### src/inc/cspl_pkg.sv
// constants and types shared by the codec serial port pin logic
package cspl_pkg;

  // ----------------------------------------------------------------
  // word and frame geometry
  // ----------------------------------------------------------------
  localparam int         WORD_W       = 16;      // converter and control word width
  localparam int         CNT_W        = 5;       // bit counter width
  localparam logic [4:0] WORD_BITS    = 5'h10;   // bits in a word frame
  localparam logic [4:0] BYTE_BITS    = 5'h08;   // bits in a byte frame
  localparam int         BUF_DEPTH    = 2;       // entries in the converter word buffer

  // ----------------------------------------------------------------
  // control word layout
  // ----------------------------------------------------------------
  localparam int         CTRL_A_POS   = 10;      // drives general output a
  localparam int         CTRL_B_POS   = 11;      // drives general output b
  localparam int         CTRL_AUX_POS = 4;       // selects the auxiliary input pair
  localparam logic [1:0] SEC_REQ_CODE = 2'h3;    // low bits of a primary word asking for a control word
  localparam logic       CTRL_A_RST   = 1'b0;    // reset value of control bit a
  localparam logic       CTRL_B_RST   = 1'b0;    // reset value of control bit b
  localparam logic       CTRL_AUX_RST = 1'b0;    // reset value of the auxiliary select

  // ----------------------------------------------------------------
  // sequencer states
  // ----------------------------------------------------------------
  typedef enum logic [1:0] {
    CSPL_IDLE = 2'b00,   // between frames
    CSPL_PRIM = 2'b01,   // primary frame: converter data out, data word in
    CSPL_SEC  = 2'b10    // secondary frame: secondary data out, control word in
  } cspl_state_t;

endpackage

### src/logic/cspl_top.sv
// serial port pin logic of the codec: framing, shifting, strobes, control bits
`timescale 1ns/1ps
`default_nettype none

// What this block does
// RULE_01: control bit selects auxiliary or main input
// RULE_02: dual-word: secondary input sent during secondary frame
// RULE_03: dual-word only: secondary sync, general outputs driven
// RULE_04: strap high gives word/byte; pin selects format
// RULE_05: word/byte only: format input and end strobes
// RULE_06: converter bits shifted out on bit clock
// RULE_07: processor bits captured on the bit clock
// RULE_08: dual-word: general output a follows bit a
// RULE_09: reset clears control bit a, output low
// RULE_10: general output a changes right on write
// RULE_11: word mode: transmit strobe pulses after 16
// RULE_12: byte mode: transmit strobe low between bytes
// RULE_13: secondary sync low for sixteen bit clocks
// RULE_14: general output b follows bit b, resets low
// RULE_15: receive strobe: pulse word, held between bytes
// RULE_16: receive sync low while converter bits shift
// RULE_17: processor keeps input stable, samples same clock

module cspl_top (
  input  wire logic                    clock_i,                    // system clock, 20 MHz
  input  wire logic                    nrst_i,                     // asynchronous reset, active low
  input  wire logic                    shift_clk_i,                // serial bit clock, sampled
  input  wire logic                    serial_data_in_i,           // bits from the processor
  input  wire logic                    mode_strap_i,               // high: word/byte, low: dual-word
  input  wire logic                    word_byte_i,                // shared pin read: high word, low byte
  input  wire logic                    secondary_data_input_i,     // level sent in dual-word secondary frames
  input  wire logic [cspl_pkg::WORD_W-1:0] adc_data_i,             // converter word to send
  input  wire logic                    adc_valid_i,                // converter word offered
  output logic                         adc_ready_o,                // buffer has room
  output logic                         serial_data_out_o,          // bits to the processor
  output logic                         receive_frame_sync_o,       // low while converter bits shift
  output logic                         transmit_frame_sync_o,      // low while input bits are taken
  output logic                         secondary_frame_sync_o,     // shared pin drive, low in dual-word secondary frames
  output logic                         secondary_frame_sync_oe_o,  // high while the shared pin is driven
  output logic                         general_output_a_o,         // control bit a in dual-word mode
  output logic                         general_output_b_o,         // control bit b in dual-word mode
  output logic                         transmit_end_strobe_n_o,    // end of input transfer, active low
  output logic                         receive_end_strobe_n_o,     // end of output transfer, active low
  output logic                         aux_input_select_o,         // high: auxiliary input pair in use
  output logic [cspl_pkg::WORD_W-1:0]  dac_data_o,                 // data word received
  output logic                         dac_valid_o                 // one-cycle pulse with dac_data_o
);
  import cspl_pkg::*;

  // ----------------------------------------------------------------
  // declarations
  // ----------------------------------------------------------------
  logic [4:0]        pin_s;              // synchronised pin levels
  logic              sclk_s;             // bit clock level
  logic              dx_s;               // serial input level
  logic              strap_s;            // mode strap level
  logic              wb_s;               // word/byte select level
  logic              sec_s;              // secondary data level
  logic              sclk_d_ff;          // bit clock one cycle ago
  logic              sclk_rise;          // bit clock rising edge seen
  logic              sclk_fall;          // bit clock falling edge seen
  logic              dual_mode;          // dual-word mode
  logic              byte_mode;          // byte format in word/byte mode
  cspl_state_t       state_ff;           // sequencer state
  cspl_state_t       nxt_state;          // sequencer state after this edge
  logic [CNT_W-1:0]  bit_cnt_ff;         // bits taken in this frame
  logic [CNT_W-1:0]  flen;               // bits in this frame
  logic              frm_byte_ff;        // current primary word uses bytes
  logic              half_ff;            // first byte done, second owed
  logic              sec_pend_ff;        // a secondary frame is owed
  logic              pop;                // take a word from the buffer
  logic              frame_end;          // last bit of the frame taken
  logic              word_done;          // a whole input word is in
  logic [WORD_W-1:0] tx_sh_ff;           // outgoing shift register
  logic [WORD_W-1:0] rx_sh_ff;           // incoming shift register
  logic [WORD_W-1:0] rx_word;            // incoming word with the last bit
  logic              buf_valid;          // buffer holds a word
  logic [WORD_W-1:0] buf_data;           // oldest buffered word
  logic              ctrl_a_ff;          // control bit a
  logic              ctrl_b_ff;          // control bit b
  logic              ctrl_aux_ff;        // auxiliary select bit
  logic              nxt_ctrl_a;         // control bit a after this edge
  logic              nxt_ctrl_b;         // control bit b after this edge
  logic              nxt_ctrl_aux;       // auxiliary select after this edge
  logic              eod_pulse_ff;       // strobe low is a word-mode pulse

  // ----------------------------------------------------------------
  // pin synchronisers and bit clock edges
  // ----------------------------------------------------------------
  cspl_sync #(
    .W (5)
  ) u_sync (
    .clock_i (clock_i),
    .nrst_i  (nrst_i),
    .async_i ({shift_clk_i, serial_data_in_i, mode_strap_i, word_byte_i, secondary_data_input_i}),
    .sync_o  (pin_s)
  );

  assign sclk_s = pin_s[4];
  assign dx_s   = pin_s[3];
  assign strap_s = pin_s[2];
  assign wb_s   = pin_s[1];
  assign sec_s  = pin_s[0];

  // the strap low means dual-word; high hands the shared pin to format select
  assign dual_mode = ~strap_s;           // RULE_04
  assign byte_mode = strap_s & ~wb_s;    // RULE_04

  // edge finder on the synchronised clock; the bit clock is far slower than ours
  always_ff @(posedge clock_i or negedge nrst_i) begin
    if (!nrst_i) begin
      sclk_d_ff <= 1'b0;
    end else begin
      sclk_d_ff <= sclk_s;
    end
  end

  assign sclk_rise = sclk_s & ~sclk_d_ff;
  assign sclk_fall = ~sclk_s & sclk_d_ff;

  // ----------------------------------------------------------------
  // converter word buffer; a slow link stalls the source, no loss
  // ----------------------------------------------------------------
  cspl_buf2 #(
    .W     (WORD_W),
    .DEPTH (BUF_DEPTH)
  ) u_buf (
    .clock_i     (clock_i),
    .nrst_i      (nrst_i),
    .in_data_i   (adc_data_i),
    .in_valid_i  (adc_valid_i),
    .in_ready_o  (adc_ready_o),
    .out_data_o  (buf_data),
    .out_valid_o (buf_valid),
    .out_ready_i (pop)
  );

  // ----------------------------------------------------------------
  // frame sequencer
  // ----------------------------------------------------------------
  // secondary frames are always a full word; primary ones follow the format
  assign flen      = (frm_byte_ff && state_ff == CSPL_PRIM) ? BYTE_BITS : WORD_BITS;  // RULE_13
  assign frame_end = sclk_fall && (state_ff != CSPL_IDLE) && (bit_cnt_ff == flen - CNT_W'(1));
  assign word_done = frame_end && ((state_ff == CSPL_SEC) || !frm_byte_ff || half_ff);
  assign rx_word   = {rx_sh_ff[WORD_W-2:0], dx_s};

  // frames open on a rising bit clock edge and close on a falling one
  always_comb begin
    nxt_state = state_ff;
    pop       = 1'b0;
    case (state_ff)
      CSPL_IDLE: begin
        if (sclk_rise) begin
          if (sec_pend_ff) begin
            nxt_state = CSPL_SEC;
          end else if (half_ff) begin
            nxt_state = CSPL_PRIM;
          end else if (buf_valid) begin
            nxt_state = CSPL_PRIM;
            pop       = 1'b1;
          end
        end
      end
      CSPL_PRIM, CSPL_SEC: begin
        if (frame_end) begin
          nxt_state = CSPL_IDLE;
        end
      end
      default: begin
        nxt_state = CSPL_IDLE;
      end
    endcase
  end

  // state, bit count, format and pending flags
  always_ff @(posedge clock_i or negedge nrst_i) begin
    if (!nrst_i) begin
      state_ff    <= CSPL_IDLE;
      bit_cnt_ff  <= '0;
      frm_byte_ff <= 1'b0;
      half_ff     <= 1'b0;
      sec_pend_ff <= 1'b0;
    end else begin
      state_ff <= nxt_state;
      if (state_ff == CSPL_IDLE && nxt_state != CSPL_IDLE) begin
        bit_cnt_ff <= '0;
      end else if (sclk_fall && state_ff != CSPL_IDLE) begin
        bit_cnt_ff <= bit_cnt_ff + CNT_W'(1);
      end
      // format is frozen per word so a pin change cannot split a word oddly
      if (pop) begin
        frm_byte_ff <= byte_mode;
      end
      if (frame_end && state_ff == CSPL_PRIM && frm_byte_ff) begin
        half_ff <= ~half_ff;
      end
      // a primary word ending in the request code asks for a control word
      if (word_done && state_ff == CSPL_PRIM && rx_word[1:0] == SEC_REQ_CODE) begin
        sec_pend_ff <= 1'b1;
      end else if (state_ff == CSPL_IDLE && nxt_state == CSPL_SEC) begin
        sec_pend_ff <= 1'b0;
      end
    end
  end

  // ----------------------------------------------------------------
  // outgoing bits: msb is on the pin as the frame opens
  // ----------------------------------------------------------------
  always_ff @(posedge clock_i or negedge nrst_i) begin
    if (!nrst_i) begin
      tx_sh_ff          <= '0;
      serial_data_out_o <= 1'b0;
    end else begin
      if (pop) begin
        tx_sh_ff          <= buf_data;             // RULE_06
        serial_data_out_o <= buf_data[WORD_W-1];   // RULE_06
      end else if (sclk_rise && nxt_state == CSPL_PRIM) begin
        tx_sh_ff          <= {tx_sh_ff[WORD_W-2:0], 1'b0};  // RULE_06
        serial_data_out_o <= tx_sh_ff[WORD_W-2];            // RULE_06
      end else if (sclk_rise && nxt_state == CSPL_SEC) begin
        serial_data_out_o <= dual_mode & sec_s;    // RULE_02
      end
    end
  end

  // ----------------------------------------------------------------
  // incoming bits: taken on the falling edge, mid-bit for the processor
  // ----------------------------------------------------------------
  always_ff @(posedge clock_i or negedge nrst_i) begin
    if (!nrst_i) begin
      rx_sh_ff    <= '0;
      dac_data_o  <= '0;
      dac_valid_o <= 1'b0;
    end else begin
      if (sclk_fall && state_ff != CSPL_IDLE) begin
        rx_sh_ff <= rx_word;                       // RULE_07 RULE_17
      end
      dac_valid_o <= word_done && (state_ff == CSPL_PRIM);
      if (word_done && state_ff == CSPL_PRIM) begin
        dac_data_o <= rx_word;                     // RULE_07
      end
    end
  end

  // ----------------------------------------------------------------
  // control bits: loaded from a finished secondary word
  // ----------------------------------------------------------------
  always_comb begin
    nxt_ctrl_a   = ctrl_a_ff;
    nxt_ctrl_b   = ctrl_b_ff;
    nxt_ctrl_aux = ctrl_aux_ff;
    if (word_done && state_ff == CSPL_SEC) begin
      nxt_ctrl_a   = rx_word[CTRL_A_POS];
      nxt_ctrl_b   = rx_word[CTRL_B_POS];
      nxt_ctrl_aux = rx_word[CTRL_AUX_POS];
    end
  end

  // pins load from the next value so they move on the same edge as the bits
  always_ff @(posedge clock_i or negedge nrst_i) begin
    if (!nrst_i) begin
      ctrl_a_ff          <= CTRL_A_RST;            // RULE_09
      ctrl_b_ff          <= CTRL_B_RST;            // RULE_14
      ctrl_aux_ff        <= CTRL_AUX_RST;
      general_output_a_o <= 1'b0;                  // RULE_09
      general_output_b_o <= 1'b0;                  // RULE_14
      aux_input_select_o <= 1'b0;
    end else begin
      ctrl_a_ff          <= nxt_ctrl_a;
      ctrl_b_ff          <= nxt_ctrl_b;
      ctrl_aux_ff        <= nxt_ctrl_aux;
      general_output_a_o <= dual_mode & nxt_ctrl_a;  // RULE_03 RULE_08 RULE_10
      general_output_b_o <= dual_mode & nxt_ctrl_b;  // RULE_03 RULE_14
      aux_input_select_o <= nxt_ctrl_aux;            // RULE_01
    end
  end

  // ----------------------------------------------------------------
  // frame syncs, shared pin drive
  // ----------------------------------------------------------------
  always_ff @(posedge clock_i or negedge nrst_i) begin
    if (!nrst_i) begin
      receive_frame_sync_o      <= 1'b1;
      transmit_frame_sync_o     <= 1'b1;
      secondary_frame_sync_o    <= 1'b1;
      secondary_frame_sync_oe_o <= 1'b0;
    end else begin
      receive_frame_sync_o      <= (nxt_state != CSPL_PRIM);                 // RULE_16
      transmit_frame_sync_o     <= (nxt_state == CSPL_IDLE);                 // RULE_07
      secondary_frame_sync_o    <= !(dual_mode && nxt_state == CSPL_SEC);    // RULE_02 RULE_13
      // word/byte mode releases the pin so it can be read as format select
      secondary_frame_sync_oe_o <= dual_mode;                                // RULE_03 RULE_05
    end
  end

  // ----------------------------------------------------------------
  // end-of-transfer strobes, word/byte mode only
  // ----------------------------------------------------------------
  // input and output frames share timing, so both strobes move together;
  // a word pulse lasts until the next rising bit clock edge
  always_ff @(posedge clock_i or negedge nrst_i) begin
    if (!nrst_i) begin
      transmit_end_strobe_n_o <= 1'b1;
      receive_end_strobe_n_o  <= 1'b1;
      eod_pulse_ff            <= 1'b0;
    end else if (dual_mode) begin
      transmit_end_strobe_n_o <= 1'b1;             // RULE_05
      receive_end_strobe_n_o  <= 1'b1;             // RULE_05
      eod_pulse_ff            <= 1'b0;
    end else if (frame_end && state_ff == CSPL_PRIM) begin
      if (frm_byte_ff && !half_ff) begin
        transmit_end_strobe_n_o <= 1'b0;           // RULE_12
        receive_end_strobe_n_o  <= 1'b0;           // RULE_15
        eod_pulse_ff            <= 1'b0;
      end else if (frm_byte_ff) begin
        transmit_end_strobe_n_o <= 1'b1;           // RULE_12
        receive_end_strobe_n_o  <= 1'b1;           // RULE_15
      end else begin
        transmit_end_strobe_n_o <= 1'b0;           // RULE_11
        receive_end_strobe_n_o  <= 1'b0;           // RULE_15
        eod_pulse_ff            <= 1'b1;
      end
    end else if (sclk_rise && eod_pulse_ff) begin
      transmit_end_strobe_n_o <= 1'b1;             // RULE_11
      receive_end_strobe_n_o  <= 1'b1;             // RULE_15
      eod_pulse_ff            <= 1'b0;
    end
  end

endmodule

`default_nettype wire

### src/logic/cspl_sync.sv
// two flip-flop synchroniser for a group of pin inputs
`timescale 1ns/1ps
`default_nettype none

module cspl_sync #(
  parameter int W = 1                    // number of independent levels
) (
  input  wire logic         clock_i,     // system clock
  input  wire logic         nrst_i,      // asynchronous reset, active low
  input  wire logic [W-1:0] async_i,     // levels from outside the clock domain
  output logic      [W-1:0] sync_o       // levels safe to use
);

  logic [W-1:0] meta_ff;                 // first stage, read only by the second
  logic [W-1:0] sync_ff;                 // second stage

  // ----------------------------------------------------------------
  // two stages, reset to low
  // ----------------------------------------------------------------
  always_ff @(posedge clock_i or negedge nrst_i) begin
    if (!nrst_i) begin
      meta_ff <= '0;
      sync_ff <= '0;
    end else begin
      meta_ff <= async_i;
      sync_ff <= meta_ff;
    end
  end

  assign sync_o = sync_ff;

endmodule

`default_nettype wire

### src/logic/cspl_buf2.sv
// small fifo with valid and ready on both sides, registered flags
`timescale 1ns/1ps
`default_nettype none

module cspl_buf2 #(
  parameter int W     = 16,              // word width
  parameter int DEPTH = 2                // entries, a power of two
) (
  input  wire logic         clock_i,     // system clock
  input  wire logic         nrst_i,      // asynchronous reset, active low
  input  wire logic [W-1:0] in_data_i,   // word offered by the source
  input  wire logic         in_valid_i,  // source has a word
  output logic              in_ready_o,  // room for a word, from a flip-flop
  output logic      [W-1:0] out_data_o,  // oldest word
  output logic              out_valid_o, // a word is held, from a flip-flop
  input  wire logic         out_ready_i  // drain takes the word
);
  localparam int PW = (DEPTH > 1) ? $clog2(DEPTH) : 1;
  localparam int CW = $clog2(DEPTH + 1);

  logic [W-1:0]  mem [DEPTH];            // storage
  logic [PW-1:0] wr_ptr_ff;              // next slot to fill
  logic [PW-1:0] rd_ptr_ff;              // next slot to drain
  logic [CW-1:0] count_ff;               // words held
  logic [CW-1:0] nxt_count;              // words held after this edge
  logic          room_ff;                // room left
  logic          held_ff;                // word held
  logic          push;                   // a word enters
  logic          pop;                    // a word leaves

  assign push = in_valid_i & room_ff;
  assign pop  = out_ready_i & held_ff;

  // ----------------------------------------------------------------
  // occupancy
  // ----------------------------------------------------------------
  always_comb begin
    nxt_count = count_ff;
    if (push && !pop) begin
      nxt_count = count_ff + CW'(1);
    end else if (pop && !push) begin
      nxt_count = count_ff - CW'(1);
    end
  end

  // flags are registered so the ports come straight from flip-flops
  always_ff @(posedge clock_i or negedge nrst_i) begin
    if (!nrst_i) begin
      count_ff <= '0;
      room_ff  <= 1'b1;
      held_ff  <= 1'b0;
    end else begin
      count_ff <= nxt_count;
      room_ff  <= (nxt_count != CW'(DEPTH));
      held_ff  <= (nxt_count != '0);
    end
  end

  // ----------------------------------------------------------------
  // pointers and storage
  // ----------------------------------------------------------------
  always_ff @(posedge clock_i or negedge nrst_i) begin
    if (!nrst_i) begin
      wr_ptr_ff <= '0;
      rd_ptr_ff <= '0;
    end else begin
      if (push) begin
        wr_ptr_ff <= wr_ptr_ff + PW'(1);
      end
      if (pop) begin
        rd_ptr_ff <= rd_ptr_ff + PW'(1);
      end
    end
  end

  // storage has no reset; held_ff keeps stale words unseen
  always_ff @(posedge clock_i) begin
    if (push) begin
      mem[wr_ptr_ff] <= in_data_i;
    end
  end

  assign in_ready_o  = room_ff;
  assign out_valid_o = held_ff;
  assign out_data_o  = mem[rd_ptr_ff];

endmodule

`default_nettype wire

### config.mk
export PLATFORM = sky130hd
export DESIGN_NAME = cspl_top
export DESIGN_NICKNAME = d
export VERILOG_FILES = /design/src/inc/cspl_pkg.sv /design/src/logic/cspl_top.sv /design/src/logic/cspl_sync.sv /design/src/logic/cspl_buf2.sv
export SDC_FILE = /design/constraint.sdc
export NUM_CORES = 1
export LEC_CHECK = 0
export CAP_MARGIN = 25
export CORE_MARGIN = 5
export CORE_UTILIZATION = 56
export DETAILED_ROUTE_END_ITERATION = 8
export DONT_BUFFER_PORTS = 1
export PLACE_DENSITY_LB_ADDON = 0.3
export SYNTH_ARGS = -nofsm -noshare
export SYNTH_HDL_FRONTEND = slang
export SYNTH_HIERARCHICAL = 1
export SYNTH_SLANG_ARGS = --single-unit
### constraint.sdc
create_clock -name clock_i -period 2.5 [get_ports clock_i]
set_input_delay 0.125 -clock clock_i [delete_from_list [all_inputs] [get_ports clock_i]]
set_output_delay 0.125 -clock clock_i [all_outputs]
set_load 0.005 [all_outputs]
* After elaboration in Yosys (flattened, before gate mapping)
Memory sizes are Yosys's and may differ from the RTL's.
Cells that the tools add are included.
** Cells by class
- Add/sub/neg operators :: 6
- Multipliers :: 0
- Divide/modulo/power cells :: 0
- $lt $le $gt $ge :: 0
- Equal/unequal tests :: 10
- Shift-type cells :: 0
- Muxes and demuxes :: 37
- Bitwise logic cells :: 13
- Reduce and logical (&&, ||, !) cells :: 36
** Operator list (number)
- $mux 15 :: 2
- $mux 1 :: 24
- $logic_and 1x1->1 :: 18
- $mux 5 :: 3
- $mux 2 :: 7
- $reduce_bool 2->1 :: 6
- $and 1x1->1 :: 8
- $eq 2x2->1 const B :: 3
- $add 5x1->5 const B :: 1
- $eq 5x5->1 :: 1
- $logic_not 1->1 :: 5
- $not 1->1 :: 5
- $sub 5x1->5 const B :: 1
- $eq 2x1->1 const B :: 2
- $logic_not 2->1 :: 2
- $ne 4x4->1 const B :: 1
- $pmux 2 s2 :: 1
- $ne 3x3->1 const B :: 1
- $reduce_bool 3->1 :: 1
- $add 1x1->1 const B :: 2
- $add 2x1->2 const B :: 1
- $logic_or 1x1->1 :: 2
- $ne 2x1->1 const B :: 1
- $ne 2x2->1 const B :: 1
- 3 further kinds :: 3
** Word-level totals
- Bits in registers :: 86
- Latch bits :: 0
- Bits in writable memories :: 32
- Bits in read-only memories :: 0
- Bits of input ports :: 24
- Output and inout port bits :: 28
- Word-level logic and storage cells :: 132
- Memories kept :: 1
** Memory list
- u_buf.mem :: depth 2, bits a word 16, rd ports 1, clocked after Yosys merged registers in 0, write ports 1, line cspl_buf2.sv:21 : logic [W-1:0] mem [DEPTH];

* Longest topological paths before layout
- Word-level depth :: 13
- Depth in mapped cells :: 10
- Depth with buffers taken out :: 8

* Cells and area by module
The synthesis kept the hierarchy.
** By module, submodules not included
- cspl_top :: times used 1, cells an instance 235, area each 3004.1 sq um, sequential area each 1756.7 sq um
- cspl_buf2 :: times used 1, cells an instance 79, area each 1473.9 sq um, sequential area each 1112.3 sq um
- cspl_sync :: times used 1, cells an instance 10, area each 250.2 sq um, sequential area each 250.2 sq um

* Worst setup path after synthesis
OpenSTA, ideal clock, no wires.
- Path type :: register to register
- Start :: register state_ff[0]
- End :: register dac_data_o[10] (netlist name)
- Library setup time :: 0.125 ns
- Data arrival time :: 2.593 ns
- Required time :: 2.375 ns
- Slack :: -0.218 ns
- Stages on the path, launching flop included :: 10
- Buffers on the path :: 2
- Period minus slack after synthesis :: 2.718 ns
- Cell sequence :: dfrtp_1 inv_1 ha_1 or3b_1 buf_6 a211oi_4 nand2_1 a21oi_2 buf_4 mux2_2
** Between the ends
- Word-level cells in the longest chain between the ends :: 8
- Elaborated cells on any way between the ends :: 13
- Those cells by class :: add/sub (1); eq/ne (3); mux (1); reduce/logical (8)
** RTL lines
- start: declaration :: line cspl_top.sv:64 : cspl_state_t state_ff;
- start signal: assignment :: line cspl_top.sv:184 : state_ff <= nxt_state;
- $eq 2x1->1 :: line cspl_top.sv:142, cspl_top.sv:239
- $logic_and 1x1->1 :: line cspl_top.sv:142 : assign flen = (frm_byte_ff && state_ff == CSPL_PRIM) ? BYTE_BITS : WORD_BITS;
- $mux 5 :: line cspl_top.sv:142
- $sub 5x1->5 :: line cspl_top.sv:143 : assign frame_end = sclk_fall && (state_ff != CSPL_IDLE) && (bit_cnt_ff == flen - CNT_W'(1));
- $eq 5x5->1 :: line cspl_top.sv:143
- $logic_and 1x1->1 :: line cspl_top.sv:143
- $logic_and 1x1->1 :: line cspl_top.sv:144 : assign word_done = frame_end && ((state_ff == CSPL_SEC) || !frm_byte_ff || half_ff);
- $logic_and 1x1->1 (*) :: line cspl_top.sv:239 : if (word_done && state_ff == CSPL_PRIM) begin
- end signal: assignment :: line cspl_top.sv:240 : dac_data_o <= rx_word;
- end: declaration :: line cspl_top.sv:45 : output logic [cspl_pkg::WORD_W-1:0] dac_data_o,
Every way passes the cells marked *; elsewhere a longest branch is shown, timed or not.
A chain may end at the register's enable or synchronous reset.

* Worst setup path in the final report
- Start :: register state_ff[0]
- End :: register tx_sh_ff[10]
** Between the ends
- Word-level cells in the longest chain between the ends :: 11
- Elaborated cells on any way between the ends :: 22
- Those cells by class :: add/sub (1); eq/ne (4); mux (9); reduce/logical (8)
** RTL lines
- $eq 2x1->1 :: line cspl_top.sv:142, cspl_top.sv:151
- $logic_and 1x1->1 :: line cspl_top.sv:142
- $mux 5 :: line cspl_top.sv:142
- $sub 5x1->5 :: line cspl_top.sv:143
- $eq 5x5->1 :: line cspl_top.sv:143
- $logic_and 1x1->1 :: line cspl_top.sv:143
- $mux 2 :: line cspl_top.sv:165 : if (frame_end) begin
- $pmux 2 s2 :: line cspl_top.sv:151 : case (state_ff)
- $eq 2x1->1 :: line cspl_top.sv:217 : end else if (sclk_rise && nxt_state == CSPL_PRIM) begin
- $logic_and 1x1->1 :: line cspl_top.sv:217
- $reduce_bool 2->1 (no source line)
- end signal: assignment :: line cspl_top.sv:215 : tx_sh_ff <= buf_data;
- end signal: assignment :: line cspl_top.sv:218 : tx_sh_ff <= {tx_sh_ff[WORD_W-2:0], 1'b0};
- end: declaration :: line cspl_top.sv:74 : logic [WORD_W-1:0] tx_sh_ff;
Several ways; a longest one is shown, not always the timed one.

==> results.yml <==
run_status:
  run_status: "finished clean"
layout:
  design_area_mm2: 0.00585
  syn_to_final_growth_pct: 23.8
  antenna_cells: 0
  nets: 399
  drive_gt1_frac: 0.305
timing:
  worst_slew_pin_slew_ns: 0.767
  finalWorstSetupSlack_ns: 0.0949
  min_period_ns: 2.41
  fin_skew_ns: 0.0121
  timing.hold.ws_ns: 0.0519
  setup_tns_ns: 0
  fmax_mhz: 416
  drv_slew: 0
  max_slew_margin: 0.489
  fin_crit_sh: 0.962
  setup_violations: 0
  finalHoldViolations: 0
logic_synthesis:
  synth_cells: 324
  synthFlopType: "dfrtp_1"
  synthAdderAreaFrac: 0.0132
  seq_area_frac_synth: 0.660
  synth_nets: 353
  synth_seq_cells: 118
  synth.distinct_cells: 49
  synth_xor_area_frac: 0.0201
  syn_area_mm2: 0.00473
  synthMuxAreaShare: 0.151
  synth_top_family_by_area: "multiplexers"
  synth_simple_gate_area_share: 0.0799
  avgSynthCellArea_um2: 14.6
  synth-async-reset-ratio: 0.729
  yosys_warnings: 6
  synth_edf_count: 32
  synth_compound_area_frac: 0.0585
placed_design:
  gp_congestion: 0.825
  dpl.hpwl_um: 5300
  pre_cts_slack_ns: 0.0264
  place.port_buffers: 0
  post_dp_cell_area_mm2: 0.00491
pwr:
  worst_ir_drop_vdd_mv: 0.634
  finalPower_uw: 6410
  powerDensity_mw_per_mm2: 1100
  p_clk_frac: 0.386
  intPower_uw: 4670
  p_sw_frac: 0.271
  power.net_switching_uw: 1740
  p_leak_uw: 0.00248
  seq_power_share: 0.429
  power.share.combinational: 0.185
cts:
  clock-sinks: 118
  clockBufferDepth: 2
  clk_pin_slew_ns: 0.06
  cts_tree: "done"
  numCtsBuffers: 17
  cts.htree.levels: 4
  cts_root_buf: "clkbuf_8"
  clock_latency_ns: 0.50
floorplanning:
  initial_utilization: 0.575
  io_pins: 52
  dieArea_mm2: 0.0104
  die_x_um: 102
  std_cell_rows: 33
  coreArea_mm2: 0.00822
  die_h_um: 102
global_routing:
  grt.overflow.total: 0
  grt_max_degree: 87
  grt_pass1_wl_um: 14300
  grt_pass1_vias: 2838
  grt_use_total: 0.184
  grt_antenna_before_repair: 0
critical_path:
  critPathKind: "flip-flop to flip-flop"
  start_kind: "flip-flop"
  ff2ff_path_depth: 11
  timing.reg2reg.setup_slack_ns: 0.09
  required_ns: 2.86
  crit_path_start: "state_ff[0]"
  r2r-start: "state_ff[0]"
  cp_max_fo: 8
  cp.arrival_ns: 2.77
  regToRegEndpoint: "tx_sh_ff[10]"
  critPathCaptureType: "flip-flop"
drt:
  route.detailed.drc: 0
  detail_route.vias_per_cell: 5.57
  routed_wl_um: 8700
  via_count: 2719
  ant_nets: 0
  firstDrtPassIters: 4
  avgRoutedWirePerCell_um: 17.8
  drtIter0Drc: 167
min_path:
  hp-class: "input pin to flip-flop"
  whs_path_depth: 3
  hold_start: "adc_valid_i"
  hold_end: "u_buf/in_ready_o"
job:
  cap_violations: 0
## power groups by stage
| stage | Combinational [uW] | Sequential, uW | Clock, uW |
|---|---|---|---|
| 2_1_floorplan | 919 | 2630 | 0 |
| 5_1_grt | 1300 | 2800 | 2620 |
| 3_5_place_dp | 1070 | 2780 | 0 |
| 3_3_place_gp | 1020 | 2750 | 0 |
| 4_1_cts | 1150 | 2750 | 2500 |
| 6_report | 1190 | 2750 | 2470 |
## final cells by class
| class | count | area (um^2) |
|---|---|---|
| tap | 105 | 131 |
| clock inverter | 11 | 145 |
| sequential | 118 | 3120 |
| timing repair buffer | 37 | 402 |
| inverter | 5 | 18.8 |
| multi-input combinational | 191 | 1570 |
| clock buffer | 21 | 470 |
| fill | 514 | 2360 |
## worst max-delay path, stage by stage (launching register included)
cell	delay (ns)
dfrtp_1	0.40
inv_2	0.08
ha_4	0.19
or3b_4	0.39
a211oi_4	0.17
buf_6	0.17
o211ai_4	0.12
nor4_4	0.17
buf_4	0.16
buf_12	0.12
mux2i_1	0.20
a21oi_1	0.09
## synth_stat cells, types with 2 or more instances
cell type / number / area [um^2]
xnor2_1: 5 / 43.8
and3_1: 2 / 12.5
dfstp_2: 5 / 131
mux2_2: 50 / 563
nand4_1: 4 / 25.0
mux2i_1: 15 / 150
nor3_1: 3 / 15.0
dfrtp_1: 81 / 2030
ha_1: 5 / 62.6
edfxtp_1: 32 / 961
nand2_1: 15 / 56.3
inv_1: 5 / 18.8
a211oi_1: 4 / 30.0
a21oi_1: 17 / 85.1
buf_6: 2 / 22.5
and2_1: 2 / 12.5
nor2_1: 30 / 113
o21ai_0: 2 / 10.0
nand3_1: 5 / 25.0
clkbuf_1: 4 / 15.0
nand3b_1: 2 / 15.0
xor2_1: 4 / 35.0
o31ai_1: 2 / 15.0
buf_4: 3 / 22.5
## worst max-delay path by stage
stage / end / slack (ns) / cells after the start
final: tx_sh_ff[10] / 0.09 / 11
after global placement: tx_sh_ff[14] / 0.08 / 9
after CTS: tx_sh_ff[13] / 0.01 / 9
after global routing: tx_sh_ff[11] / -0.004 / 11
after floorplan: tx_sh_ff[14] / -0.10 / 10
after detailed placement: tx_sh_ff[10] / 0.03 / 9
## cell families after synthesis
kind of cell	Yosys count
flops	118
simple gates	74
mux	65
compound gates	37
buf+inv	15
xor+xnor	10
fa+ha+maj	5
## sequential cells by signal, indices dropped and copies added (netlist names), 2 cells and up
| register | flops |
|---|---|
| state_ff | 2 |
| bit_cnt_ff | 5 |
| u_buf/mem | 32 |
| tx_sh_ff | 15 |
| rx_sh_ff | 15 |
| dac_data_o | 16 |
| u_sync/meta_ff | 5 |
| u_sync/sync_o | 5 |
| u_buf/count_ff | 2 |
## cells in the final DEF, fill, tap and decap left out, types with 2 or more instances in the layout
master / n
nand3b_1: 2
clkinvlp_4: 3
a21oi_1: 17
a211oi_1: 4
and2_1: 2
clkinv_2: 3
nand2_1: 14
clkbuf_8: 3
edfxtp_1: 32
nor3_1: 3
buf_12: 2
dfstp_2: 5
nand2_2: 2
mux2i_1: 15
buf_4: 9
o21ai_0: 2
ha_1: 4
dfrtp_1: 81
bufinv_16: 3
inv_1: 3
o31ai_1: 2
nand4_1: 4
xor2_1: 4
nand3_1: 5
inv_2: 2
clkbuf_16: 18
mux2_2: 50
nor2_1: 30
xnor2_1: 5
dlygate4sd3_1: 23
and3_1: 2
## repair_timing
action,4_1_cts,5_1_grt
hold buffers,24,0
endpoints found under the hold margin,126,0
setup endpoints to repair,0,32
setup buffers,0,4
gates resized for setup,0,3
## layer usage
layer | track usage | share of wire | routed length [um]
met1 | 0.238 | 0.44 | 3850
met2 | 0.292 | 0.50 | 4350
met3 | 0.0608 | 0.045 | 392
met4 | 0.0727 | 0.011 | 98
met5 | 0 | 0 | 0
## per-stage QoR
stage	cells	util
after floorplan	324	-
after global placement	427	0.597
after detailed placement	427	0.597
after CTS	483	0.704
after global routing	488	0.712
final	488	0.712
Note: power is estimated with default switching activity, not from simulation.
